===== config.mk =====
export PLATFORM = sky130hd
export DESIGN_NAME = mfs_seq
export DESIGN_NICKNAME = d
export VERILOG_FILES = /design/src/rtl/mfs_pkg.sv /design/src/rtl/mfs_seq.sv
export VERILOG_INCLUDE_DIRS = /design/src /design/src/rtl
export SDC_FILE = /design/constraint.sdc
export NUM_CORES = 1
export LEC_CHECK = 0
export CAP_MARGIN = 10
export CORE_MARGIN = 2
export CORE_UTILIZATION = 62
export CTS_BUF_LIST = sky130_fd_sc_hd__clkbuf_8
export DETAILED_ROUTE_END_ITERATION = 6
export DONT_BUFFER_PORTS = 1
export HOLD_SLACK_MARGIN = 0.15
export PLACE_DENSITY = 0.78
export SLEW_MARGIN = 20
export SYNTH_ARGS = -nofsm -noshare
export SYNTH_HDL_FRONTEND = slang
export SYNTH_SLANG_ARGS = --single-unit

===== constraint.sdc =====
create_clock -name i_clk -period 10.9 [get_ports i_clk]
set_clock_uncertainty 0.1 [all_clocks]
set_input_delay 3.27 -clock i_clk [delete_from_list [all_inputs] [get_ports i_clk]]
set_output_delay 3.27 -clock i_clk [all_outputs]
set_load 0.03 [all_outputs]

===== src/rtl/mfs_regs.svh =====
// Register offsets, field positions and reset values for the method sequencer
`ifndef MFS_REGS_SVH
`define MFS_REGS_SVH

// ==========================================================
// Register byte offsets
`define MFS_REG_CTRL 8'h00
`define MFS_REG_STATUS 8'h04
`define MFS_REG_PADDR 8'h08
`define MFS_REG_PDATA 8'h0C
`define MFS_REG_MTAB 8'h10

// ==========================================================
// Control register fields
`define MFS_CTRL_START 0
`define MFS_CTRL_ABORT 1
`define MFS_CTRL_MSEL_LO 4

// ==========================================================
// Method table write fields
`define MFS_MTAB_IDX_LO 16

// ==========================================================
// Step word fields
`define MFS_STEP_OP_LO 12
`define MFS_STEP_CNT_LO 8

// ==========================================================
// Reset values
`define MFS_STEP_RST 16'h0000
`define MFS_RD_RST 32'h0000_0000

`endif


===== src/rtl/mfs_pkg.sv =====
// Types shared by the method sequencer
package mfs_pkg;

    // Sequencer states, Gray along idle-run-pump-event
    typedef enum logic [1:0] {
        MFS_IDLE = 2'b00,
        MFS_RUN  = 2'b01,
        MFS_PUMP = 2'b11,
        MFS_EVT  = 2'b10
    } mfs_state_t;

    // Step operation codes
    typedef enum logic [3:0] {
        MFS_OP_END    = 4'h0,
        MFS_OP_PUMP   = 4'h1,
        MFS_OP_REPEAT = 4'h2,
        MFS_OP_LINK   = 4'h3,
        MFS_OP_CALL   = 4'h4,
        MFS_OP_STOP   = 4'h5,
        MFS_OP_TRIG   = 4'h6,
        MFS_OP_VALVE  = 4'h7,
        MFS_OP_EVENT  = 4'h8
    } mfs_op_t;

    // Valve control modes
    typedef enum logic [1:0] {
        MFS_VLV_AUTO = 2'h0,
        MFS_VLV_ON   = 2'h1,
        MFS_VLV_OFF  = 2'h2
    } mfs_vlv_t;

    // Wake conditions of an event step
    typedef enum logic [1:0] {
        MFS_EV_FALL  = 2'h0,
        MFS_EV_RISE  = 2'h1,
        MFS_EV_PRESS = 2'h2
    } mfs_ev_t;

endpackage


===== src/rtl/mfs_seq.sv =====
// Method step sequencer with trigger, valve and event handling
`timescale 1ns/1ps
`include "mfs_regs.svh"

module mfs_seq #(
    parameter int PDEPTH = 64, // Program steps
    parameter int MDEPTH = 8,  // Method table entries
    parameter int SDEPTH = 4   // Call nesting depth
) (
    input wire logic i_clk,           // 125 MHz clock
    input wire logic i_rst_n,         // Async reset, low
    input wire logic [7:0] i_addr,    // Register byte address
    input wire logic [31:0] i_wdata,  // Write data
    input wire logic i_wr,            // Write strobe
    input wire logic i_rd,            // Read strobe
    output logic [31:0] o_rdata,      // Read data, next cycle
    input wire logic i_event,         // Event pin, async
    input wire logic i_touch,         // Screen touch pulse
    input wire logic i_pump_done,     // Pump step finished
    output logic o_pump_run,          // Pump step active
    output logic o_pump_dir,          // 1 withdraw, 0 infuse
    output logic [2:0] o_trig,        // Trigger outputs
    output logic o_valve,             // Valve output
    output logic o_running            // Method executing
);
    localparam int PW = $clog2(PDEPTH);
    localparam int MW = $clog2(MDEPTH);
    localparam int SW = $clog2(SDEPTH + 1);
    localparam int KW = $clog2(SDEPTH);

    // ==========================================================
    // Storage and state
    logic [15:0] prog_r [PDEPTH];
    logic [PW-1:0] mtab_r [MDEPTH];
    logic [PW-1:0] stk_r [SDEPTH];
    logic [PW-1:0] paddr_r;
    logic [PW-1:0] pc_r;
    logic [SW-1:0] sp_r;
    logic [7:0] loop_cnt_r;
    logic loop_act_r;
    mfs_pkg::mfs_state_t state_r;
    mfs_pkg::mfs_vlv_t vmode_r;
    logic auto_lvl_r;
    logic last_dir_r;
    logic ev_s1_r, ev_s2_r, ev_d_r;

    // ==========================================================
    // Decode of the step under the pointer
    logic [15:0] step;
    mfs_pkg::mfs_op_t op;
    logic exec, wake, start_p, abort_p;
    logic [MW-1:0] start_idx;
    logic [7:0] remain;

    // Method start lookup, shared by start, link and call
    function automatic logic [PW-1:0] meth_start(input logic [MW-1:0] idx);
        return mtab_r[idx];
    endfunction

    assign step = prog_r[pc_r];
    assign op = mfs_pkg::mfs_op_t'(step[`MFS_STEP_OP_LO +: 4]);
    assign exec = (state_r == mfs_pkg::MFS_RUN);
    assign start_p = i_wr && (i_addr == `MFS_REG_CTRL) && i_wdata[`MFS_CTRL_START];
    assign abort_p = i_wr && (i_addr == `MFS_REG_CTRL) && i_wdata[`MFS_CTRL_ABORT];
    assign start_idx = i_wdata[`MFS_CTRL_MSEL_LO +: MW];
    assign remain = loop_act_r ? loop_cnt_r : step[7:0];

    // Wake selection; press mode never looks at the pin
    always_comb begin
        case (mfs_pkg::mfs_ev_t'(step[1:0]))
            mfs_pkg::MFS_EV_FALL: wake = ev_d_r && !ev_s2_r;
            mfs_pkg::MFS_EV_RISE: wake = !ev_d_r && ev_s2_r;
            mfs_pkg::MFS_EV_PRESS: wake = i_touch;
            default: wake = 1'b0;
        endcase
    end

    // ==========================================================
    // Event pin synchroniser, third stage feeds edge detect
    // Resets to the pin's idle high level, so no false edge after reset
    always_ff @(posedge i_clk or negedge i_rst_n) begin
        if (!i_rst_n) begin
            ev_s1_r <= 1'b1;
            ev_s2_r <= 1'b1;
            ev_d_r <= 1'b1;
        end else begin
            ev_s1_r <= i_event;
            ev_s2_r <= ev_s1_r;
            ev_d_r <= ev_s2_r;
        end
    end

    // ==========================================================
    // Program and method table loading; address auto-increments
    always_ff @(posedge i_clk or negedge i_rst_n) begin
        if (!i_rst_n) begin
            paddr_r <= '0;
            for (int i = 0; i < PDEPTH; i++) prog_r[i] <= `MFS_STEP_RST;
            for (int i = 0; i < MDEPTH; i++) mtab_r[i] <= '0;
        end else if (i_wr) begin
            if (i_addr == `MFS_REG_PADDR) begin
                paddr_r <= i_wdata[PW-1:0];
            end else if (i_addr == `MFS_REG_PDATA) begin
                prog_r[paddr_r] <= i_wdata[15:0];
                paddr_r <= paddr_r + 1'b1;
            end else if (i_addr == `MFS_REG_MTAB) begin
                mtab_r[i_wdata[`MFS_MTAB_IDX_LO +: MW]] <= i_wdata[PW-1:0];
            end
        end
    end

    // ==========================================================
    // Step sequencer; loads while running would corrupt the method
    always_ff @(posedge i_clk or negedge i_rst_n) begin
        if (!i_rst_n) begin
            state_r <= mfs_pkg::MFS_IDLE;
            pc_r <= '0;
            sp_r <= '0;
            loop_act_r <= 1'b0;
            loop_cnt_r <= 8'h00;
            o_pump_run <= 1'b0;
            o_pump_dir <= 1'b0;
            for (int i = 0; i < SDEPTH; i++) stk_r[i] <= '0;
        end else if (abort_p) begin
            state_r <= mfs_pkg::MFS_IDLE;
            o_pump_run <= 1'b0;
        end else begin
            case (state_r)
                mfs_pkg::MFS_IDLE: begin
                    if (start_p) begin
                        pc_r <= meth_start(start_idx);
                        sp_r <= '0;
                        loop_act_r <= 1'b0;
                        state_r <= mfs_pkg::MFS_RUN;
                    end
                end
                mfs_pkg::MFS_RUN: begin
                    case (op)
                        mfs_pkg::MFS_OP_PUMP: begin
                            o_pump_run <= 1'b1;
                            o_pump_dir <= step[0];
                            state_r <= mfs_pkg::MFS_PUMP;
                        end
                        mfs_pkg::MFS_OP_REPEAT: begin
                            if (remain == 8'h00) begin
                                loop_act_r <= 1'b0;
                                pc_r <= pc_r + 1'b1;
                            end else begin
                                loop_act_r <= 1'b1;
                                loop_cnt_r <= remain - 8'h01;
                                pc_r <= step[PW-1:0];
                            end
                        end
                        mfs_pkg::MFS_OP_LINK: begin
                            pc_r <= meth_start(step[MW-1:0]);
                        end
                        mfs_pkg::MFS_OP_CALL: begin
                            if (sp_r == SW'(SDEPTH)) begin
                                state_r <= mfs_pkg::MFS_IDLE; // Overflow ends the run
                            end else begin
                                stk_r[sp_r[KW-1:0]] <= pc_r + 1'b1;
                                sp_r <= sp_r + 1'b1;
                                pc_r <= meth_start(step[MW-1:0]);
                            end
                        end
                        mfs_pkg::MFS_OP_STOP: begin
                            o_pump_run <= 1'b0;
                            state_r <= mfs_pkg::MFS_IDLE;
                        end
                        mfs_pkg::MFS_OP_TRIG, mfs_pkg::MFS_OP_VALVE: begin
                            pc_r <= pc_r + 1'b1;
                        end
                        mfs_pkg::MFS_OP_EVENT: begin
                            state_r <= mfs_pkg::MFS_EVT;
                        end
                        default: begin
                            // End of a method: back to caller or finish
                            if (sp_r != '0) begin
                                pc_r <= stk_r[KW'(sp_r - 1'b1)];
                                sp_r <= sp_r - 1'b1;
                            end else begin
                                state_r <= mfs_pkg::MFS_IDLE;
                            end
                        end
                    endcase
                end
                mfs_pkg::MFS_PUMP: begin
                    if (i_pump_done) begin
                        o_pump_run <= 1'b0;
                        pc_r <= pc_r + 1'b1;
                        state_r <= mfs_pkg::MFS_RUN;
                    end
                end
                mfs_pkg::MFS_EVT: begin
                    if (wake) begin
                        pc_r <= pc_r + 1'b1;
                        state_r <= mfs_pkg::MFS_RUN;
                    end
                end
                default: state_r <= mfs_pkg::MFS_IDLE;
            endcase
        end
    end

    // ==========================================================
    // Trigger outputs change only on a trigger step
    always_ff @(posedge i_clk or negedge i_rst_n) begin
        if (!i_rst_n) begin
            o_trig <= 3'h0;
        end else if (exec && op == mfs_pkg::MFS_OP_TRIG && step[5:4] != 2'h3) begin
            o_trig[step[5:4]] <= step[0];
        end
    end

    // ==========================================================
    // Valve mode: reverts to auto whenever not running
    always_ff @(posedge i_clk or negedge i_rst_n) begin
        if (!i_rst_n) begin
            vmode_r <= mfs_pkg::MFS_VLV_AUTO;
        end else if (state_r == mfs_pkg::MFS_IDLE) begin
            vmode_r <= mfs_pkg::MFS_VLV_AUTO;
        end else if (exec && op == mfs_pkg::MFS_OP_VALVE) begin
            vmode_r <= mfs_pkg::mfs_vlv_t'(step[1:0]);
        end
    end

    // Auto level flips on each change of pumping direction
    always_ff @(posedge i_clk or negedge i_rst_n) begin
        if (!i_rst_n) begin
            auto_lvl_r <= 1'b0;
            last_dir_r <= 1'b0;
            o_valve <= 1'b0;
        end else begin
            if (exec && op == mfs_pkg::MFS_OP_PUMP) begin
                last_dir_r <= step[0];
                if (step[0] != last_dir_r) auto_lvl_r <= !auto_lvl_r;
            end
            case (vmode_r)
                mfs_pkg::MFS_VLV_ON: o_valve <= 1'b1;
                mfs_pkg::MFS_VLV_OFF: o_valve <= 1'b0;
                default: o_valve <= auto_lvl_r;
            endcase
        end
    end

    // ==========================================================
    // Read port; unmapped addresses read zero
    always_ff @(posedge i_clk or negedge i_rst_n) begin
        if (!i_rst_n) begin
            o_rdata <= `MFS_RD_RST;
            o_running <= 1'b0;
        end else begin
            o_running <= (state_r != mfs_pkg::MFS_IDLE);
            o_rdata <= `MFS_RD_RST;
            if (i_rd && i_addr == `MFS_REG_STATUS) begin
                o_rdata[0] <= (state_r != mfs_pkg::MFS_IDLE);
                o_rdata[1] <= (state_r == mfs_pkg::MFS_EVT);
                o_rdata[2] <= o_pump_run;
                o_rdata[3] <= o_pump_dir;
                o_rdata[6:4] <= o_trig;
                o_rdata[7] <= o_valve;
                o_rdata[8 +: PW] <= pc_r;
                o_rdata[17:16] <= vmode_r;
            end else if (i_rd && i_addr == `MFS_REG_PADDR) begin
                o_rdata[PW-1:0] <= paddr_r;
            end
        end
    end
endmodule // mfs_seq


# Yosys cells after proc, flatten, opt, wreduce, memory -nomap -nowiden

Cells that the tools add are included.

Bits in latches: 0
Logic and storage cells: 269
Register bits after elaboration: 1152
Memory bits (read-only): 0
Output and inout bits: 39
Memories: 0
Memory bits (writable): 0

Reduce and logical (&&, ||, !) cells: 44
Div/mod/pow operators: 0
Add/subtract/negate cells: 5
Multiply operators: 0
Equal/unequal tests: 38
Bitwise operators: 12
Multiplexer cells: 64
Shift operators: 0
$lt $le $gt $ge: 12

Operators with widths:

| operator                                                        | number |
|---|---|
| 1024-bit bitwise mux                                            | 1 |
| 6-bit two-way mux                                               | 18 |
| 16-bit binary-select mux with 6-bit select                      | 1 |
| 16-bit demux with 6-bit select                                  | 1 |
| 48-bit bitwise mux                                              | 1 |
| 16-bit two-way mux                                              | 3 |
| 6-bit binary-select mux with 3-bit select                       | 2 |
| 6-bit case mux with 5 select lines                              | 1 |
| 24-bit bitwise mux                                              | 1 |
| 6-bit case mux with 4 select lines                              | 1 |
| 6-bit demux with 3-bit select                                   | 1 |
| 2-bit two-way mux                                               | 9 |
| 4-bit by 3-bit == test with 1-bit output, second input constant | 4 |
| 8-bit by 4-bit == test with 1-bit output, second input constant | 2 |
| 8-bit zero test                                                 | 2 |
| 8-bit two-way mux                                               | 2 |
| 4-bit AND reduction                                             | 4 |
| 1-bit logical AND                                               | 15 |
| 7-bit >= comparator, second input constant                      | 2 |
| 6-bit NOT with 7-bit output                                     | 2 |
| 6-bit by 1-bit adder with 6-bit output, second input constant   | 2 |
| 6-bit binary-select mux with 2-bit select                       | 1 |
| 6-bit demux with 2-bit select                                   | 1 |
| 4-bit >= comparator, second input constant                      | 3 |
| other kinds (51)                                                | 95 |

# Longest topological paths before layout

Depth in word-level cells: 11
Gate-level depth with buffers: 22

# Worst setup path before layout

OpenSTA, ideal clock, no wires.

Kind: input to register
Start: in i_addr[7]
End: reg prog_r[145] (netlist name)
Setup slack: 4964 ps
Cell stages on the path: 8
Arrival time: 5711 ps
Library setup time: 125 ps
Data required time: 10675 ps
Path through: or4_1 nor3_1 nand3_1 nor2_1 nand4_1 nor2_1 clkbuf_1 mux2_2

Cells in the longest elaborated chain, start to end: 3
Elaborated cells on any way between the ends: 4

Ends and longest elaborated chain:

| element                                            | RTL line       | source |
|---|---|---|
| from (decl)                                        | mfs_seq.sv:12  | `input wire logic [7:0] i_addr,` |
| 8-bit by 4-bit == test with 1-bit output (no line) | n/a            |  |
| 1-bit NOT (no line)                                | n/a            |  |
| 3-bit AND reduction (no line) (*)                  | n/a            |  |
| to (signal, indexed assignment)                    | mfs_seq.sv:104 | `prog_r[paddr_r] <= i_wdata[15:0];` |
| to (decl)                                          | mfs_seq.sv:33  | `logic [15:0] prog_r [PDEPTH];` |

Mark *: on every way between the ends. The rest lies on a longest branch, timed or not.
A chain may end at the register's enable or synchronous reset.

# Worst setup path in the final report

Start: reg pc_r[0]
End: reg loop_cnt_r[5]

Cells in the longest elaborated chain, start to end: 8
Elaborated cells on any way between the ends: 10

Ends and longest elaborated chain:

| element                                                                                             | RTL line       | source |
|---|---|---|
| from (decl)                                                                                         | mfs_seq.sv:37  | `logic [PW-1:0] pc_r;` |
| from (signal assigned)                                                                              | mfs_seq.sv:131 | `pc_r <= meth_start(start_idx);` |
| from (signal assigned)                                                                              | mfs_seq.sv:147 | `pc_r <= pc_r + 1'b1;` |
| from (signal assigned)                                                                              | mfs_seq.sv:151 | `pc_r <= step[PW-1:0];` |
| 6-bit NOT with 7-bit output (implied by the code) (*)                                               | mfs_seq.sv:60  | `assign step = prog_r[pc_r];` |
| 16-bit binary-select mux with 6-bit select (*)                                                      | mfs_seq.sv:60  |  |
| 16-bit two-way mux (implied by the code) (*) (2 in a row)                                           | mfs_seq.sv:60  |  |
| parallel branches: the longest is 4 deep, another holds 8-bit by 1-bit subtractor with 8-bit output | n/a            |  |
| to (signal assigned)                                                                                | mfs_seq.sv:150 | `loop_cnt_r <= remain - 8'h01;` |
| to (decl)                                                                                           | mfs_seq.sv:39  | `logic [7:0] loop_cnt_r;` |

Every way passes the cells marked *. The select of a mux whose other input is x is not followed.

==> impl_results.md <==
- Routed wire length: 108000 um
- CP startpoint kind: register
- Post-Synthesis Cell Area: between 40000 and 50000 sq um
- Sink Count: 896
- Power per cell area: around 190 nW/um^2
- Root Driver: clkbuf_8
- Antenna-violating nets left: 0
- Area growth, synth to finish: 8.37%
- Failing checks: max-slew violations
- # DRC: 0
- Worst-path clk slew: ~0.070 ns
- Vias per cell: approximately 6.6
- Syn Inst Count: 3063
- Die Y: 266 um
- Skew-Pair Late Insertion Delay: between 0.8 and 0.9 ns
- CP Data Required Time: approximately 12 ns
- PostCTS Resize Cnt: 0
- Setup crit end kind: register
- Vias in the first global route: about 28000
- Max incr delay on CP: between 0.8 and 0.9 ns
- Fin. max-slew vios: around 760
- Ys flop type: dfrtp_1
- Worst-margin pin slew: 3.12 ns
- Pleak: ~22 nW
- Class of the worst hold path: register to register
- Slew HR: -108%
- RSZ-0062 raised after global routing: no
- Initial antenna violation count: 2
- Post-synthesis sequential area ratio: ~53%
- Syn avg cell area: about 14 sq um
- Register share of total power: roughly 41%
- RePlAce Congestion: approximately 0.87
- Switching Power: approximately 2.9 mW
- Commonest non-fill, non-tap cells in the layout: dfrtp_1, mux2_2, clkbuf_8, mux4_2, mux2i_1
- Top post-synthesis cells by area: dfrtp_1, mux2_2, mux4_2, mux2i_1, clkbuf_1
- Worst path slowest cell: o21ai_1
- Largest net degree at the start of global routing: ~900
- Longest Clk Path Bufs: 3
- Pint: 5.71 mW
- Filler instances: ~4600
- Cell Chain, Critical Path: buf_4, buf_4, mux4_2, a22oi_1, a21oi_1, a211oi_4, o21ai_2, inv_1, ha_1, inv_1, nor4_1, a41oi_1, or2_1, o21ai_1, nor2_1, a22o_1, a21o_1
- Synth cell types: 80
- Starting Density: 62.9%
- Delay-heaviest family, CP: compound AO/OA/AOI/OAI gates
- Synth async-reset ratio: 100%
- Commonest non-fill, non-tap cell in the layout: dfrtp_1
- # setup viols final: 0
- CTS Buf Count: around 150
- Clock power frac: about a third
- Die area: 70600 sq um
- Logic pwr share: approximately a quarter
- Die width: approximately 270 um
- Pre-Repair DR Iteration Count: 5
- WHS Path Cells: 0
- Synth Warn #: 0
- Buffers on Ports: 0
- Number of enable flip-flop cells after synthesis: 0
- Hold_ws: around 0.26 ns
- CP Max Fanout: 35
- Setup_tns: 0 ns
- Crit. path cell count: 17
- Synth Register Bits: ~900
- Path depth of the worst reg2reg path: 17
- Layout cell share with drive strength beyond 1: a little over two fifths
- Switching share of power: 33.5%
- Area share of the largest cell type after synthesis: between 50% and 60%
- GR Util All Layers: 31.7%
- Critical Setup Path Class: register to register
- Status: complete, but fails checks
- First-pass GRT wire length: around 170000 um
- Min Clock Period, post-route: roughly 6.8 ns
- Post-cts hold buffer count: 0
- Post-synth top area cell: dfrtp_1
- Initial DRC count: 2657
- Postcts setup bufs: 0
- Core Area: about 68000 sq um
- Row count: between 90 and 100
- Crit path DAT: between 7 and 8 ns
- Max Fclk: around 150 MHz
- Final Hold Viols: 0
- Final period util: 62.0%
- Hpwl dp: roughly 66000 um
- Max-cap check violation count: 0
- Routed wire per std cell: roughly 27 um
- CP Buf/Inv Count: 4
- Final nets: slightly above 3000
- CTS tree: yes
- Vias: about 27000
- # IOs: 86
- VDD IR-drop max: between 0.0001 and 0.00015 V
- Htree depth: 4
- GR Overflow Total: 0
## stage by stage
stage	setup WS (ns)	cells	utilization [%]	area, sq um	total power, mW
after floorplan	4.96	3078	-	42500	5.01
after global placement	3.70	3742	63.5	42900	5.55
after detailed placement	3.68	3742	63.5	42900	5.57
after CTS	4.25	4014	68.1	46000	8.58
after global routing	3.80	4015	68.1	46000	8.89
final	4.14	4015	68.1	46000	8.58
## area by class of cell
| type | instances | area [sq um] | share of cell area, % |
|---|---|---|---|
| Inverter | 23 | 86.3 | 0.188 |
| Multi-Input combinational cell | 1870 | 18700 | 40.6 |
| Clock inverter | 86 | 527 | 1.15 |
| Timing Repair Buffer | 80 | 613 | 1.33 |
| Clock buffer | 186 | 2560 | 5.57 |
| Sequential cell | 896 | 22400 | 48.8 |
| Antenna cell | 1 | 2.50 | 0.00544 |
| Tap cell | 873 | 1090 | 2.37 |
## cells by family after synthesis
logic type               share of synthesized area, %
XOR/XNOR                                        0.268
AO/OA/AOI/OAI                                    4.85
multiplexers                                     34.1
other                                         0.00883
adder cells (fa/ha/maj)                         0.265
flip-flops                                       52.8
AND/OR/NAND/NOR                                  4.29
buffers and inverters                            3.40
## power groups by stage
stage | Sequential (mW) | Clock [mW] | Combinational (mW)
after global placement | 3.58 | 0 | 1.96
after floorplan | 3.50 | 0 | 1.51
after detailed placement | 3.59 | 0 | 1.98
after CTS | 3.53 | 3.06 | 1.99
after global routing | 3.54 | 3.21 | 2.14
final | 3.54 | 3.01 | 2.03
## layer usage
layer | up-vias | track usage, % | part of all wire [%]
met5 | - | 0 | 0
met4 | 0 | 13.2 | 3.9
met3 | 278 | 7.43 | 8.0
met2 | 1079 | 50.0 | 48
met1 | 14000 | 42.7 | 40
li1 | 11100 | - | -
## flip-flops by register name (all words and copies together), names as in the netlist
name        flops
loop_cnt_r      8
sp_r            3
ev_d_r          1
paddr_r         6
auto_lvl_r      1
prog_r        768
ev_s2_r         1
o_trig          3
ev_s1_r         1
o_rdata        16
stk_r          24
o_valve         1
state_r         2
mtab_r         48
o_pump_run      1
loop_act_r      1
last_dir_r      1
o_running       1
o_pump_dir      1
vmode_r         2
pc_r            6
## cell usage after synthesis (12+ instances only)
library cell	number
dfrtp_1	893
mux2_2	825
clkbuf_1	202
mux4_2	157
mux2i_1	152
nor2_1	121
nand2_1	120
a22oi_1	71
o21ai_0	49
a21oi_1	37
nand3_1	30
o21ai_1	27
buf_4	25
o22ai_1	24
buf_1	22
buf_2	20
buf_6	19
inv_1	19
nor2b_1	16
and2_1	14
nand2b_1	14
a211oi_1	12
## worst paths after layout
kind                                        endpoint                start  slack [ns]
setup / recovery           loop_cnt_r[5]$_DFFE_PN0P_  pc_r[0]$_DFFE_PN0P_        4.14
hold / removal                     ev_s2_r$_DFF_PN1_    ev_s1_r$_DFF_PN1_        0.26
setup reg to reg           loop_cnt_r[5]$_DFFE_PN0P_  pc_r[0]$_DFFE_PN0P_        4.14
hold reg to reg                    ev_s2_r$_DFF_PN1_    ev_s1_r$_DFF_PN1_        0.26
max in group asynchronous     prog_r[84]$_DFFE_PN0P_              i_rst_n        6.18
min in group asynchronous          o_valve$_DFF_PN0_              i_rst_n        2.05
(Power assumes the default switching activity.)
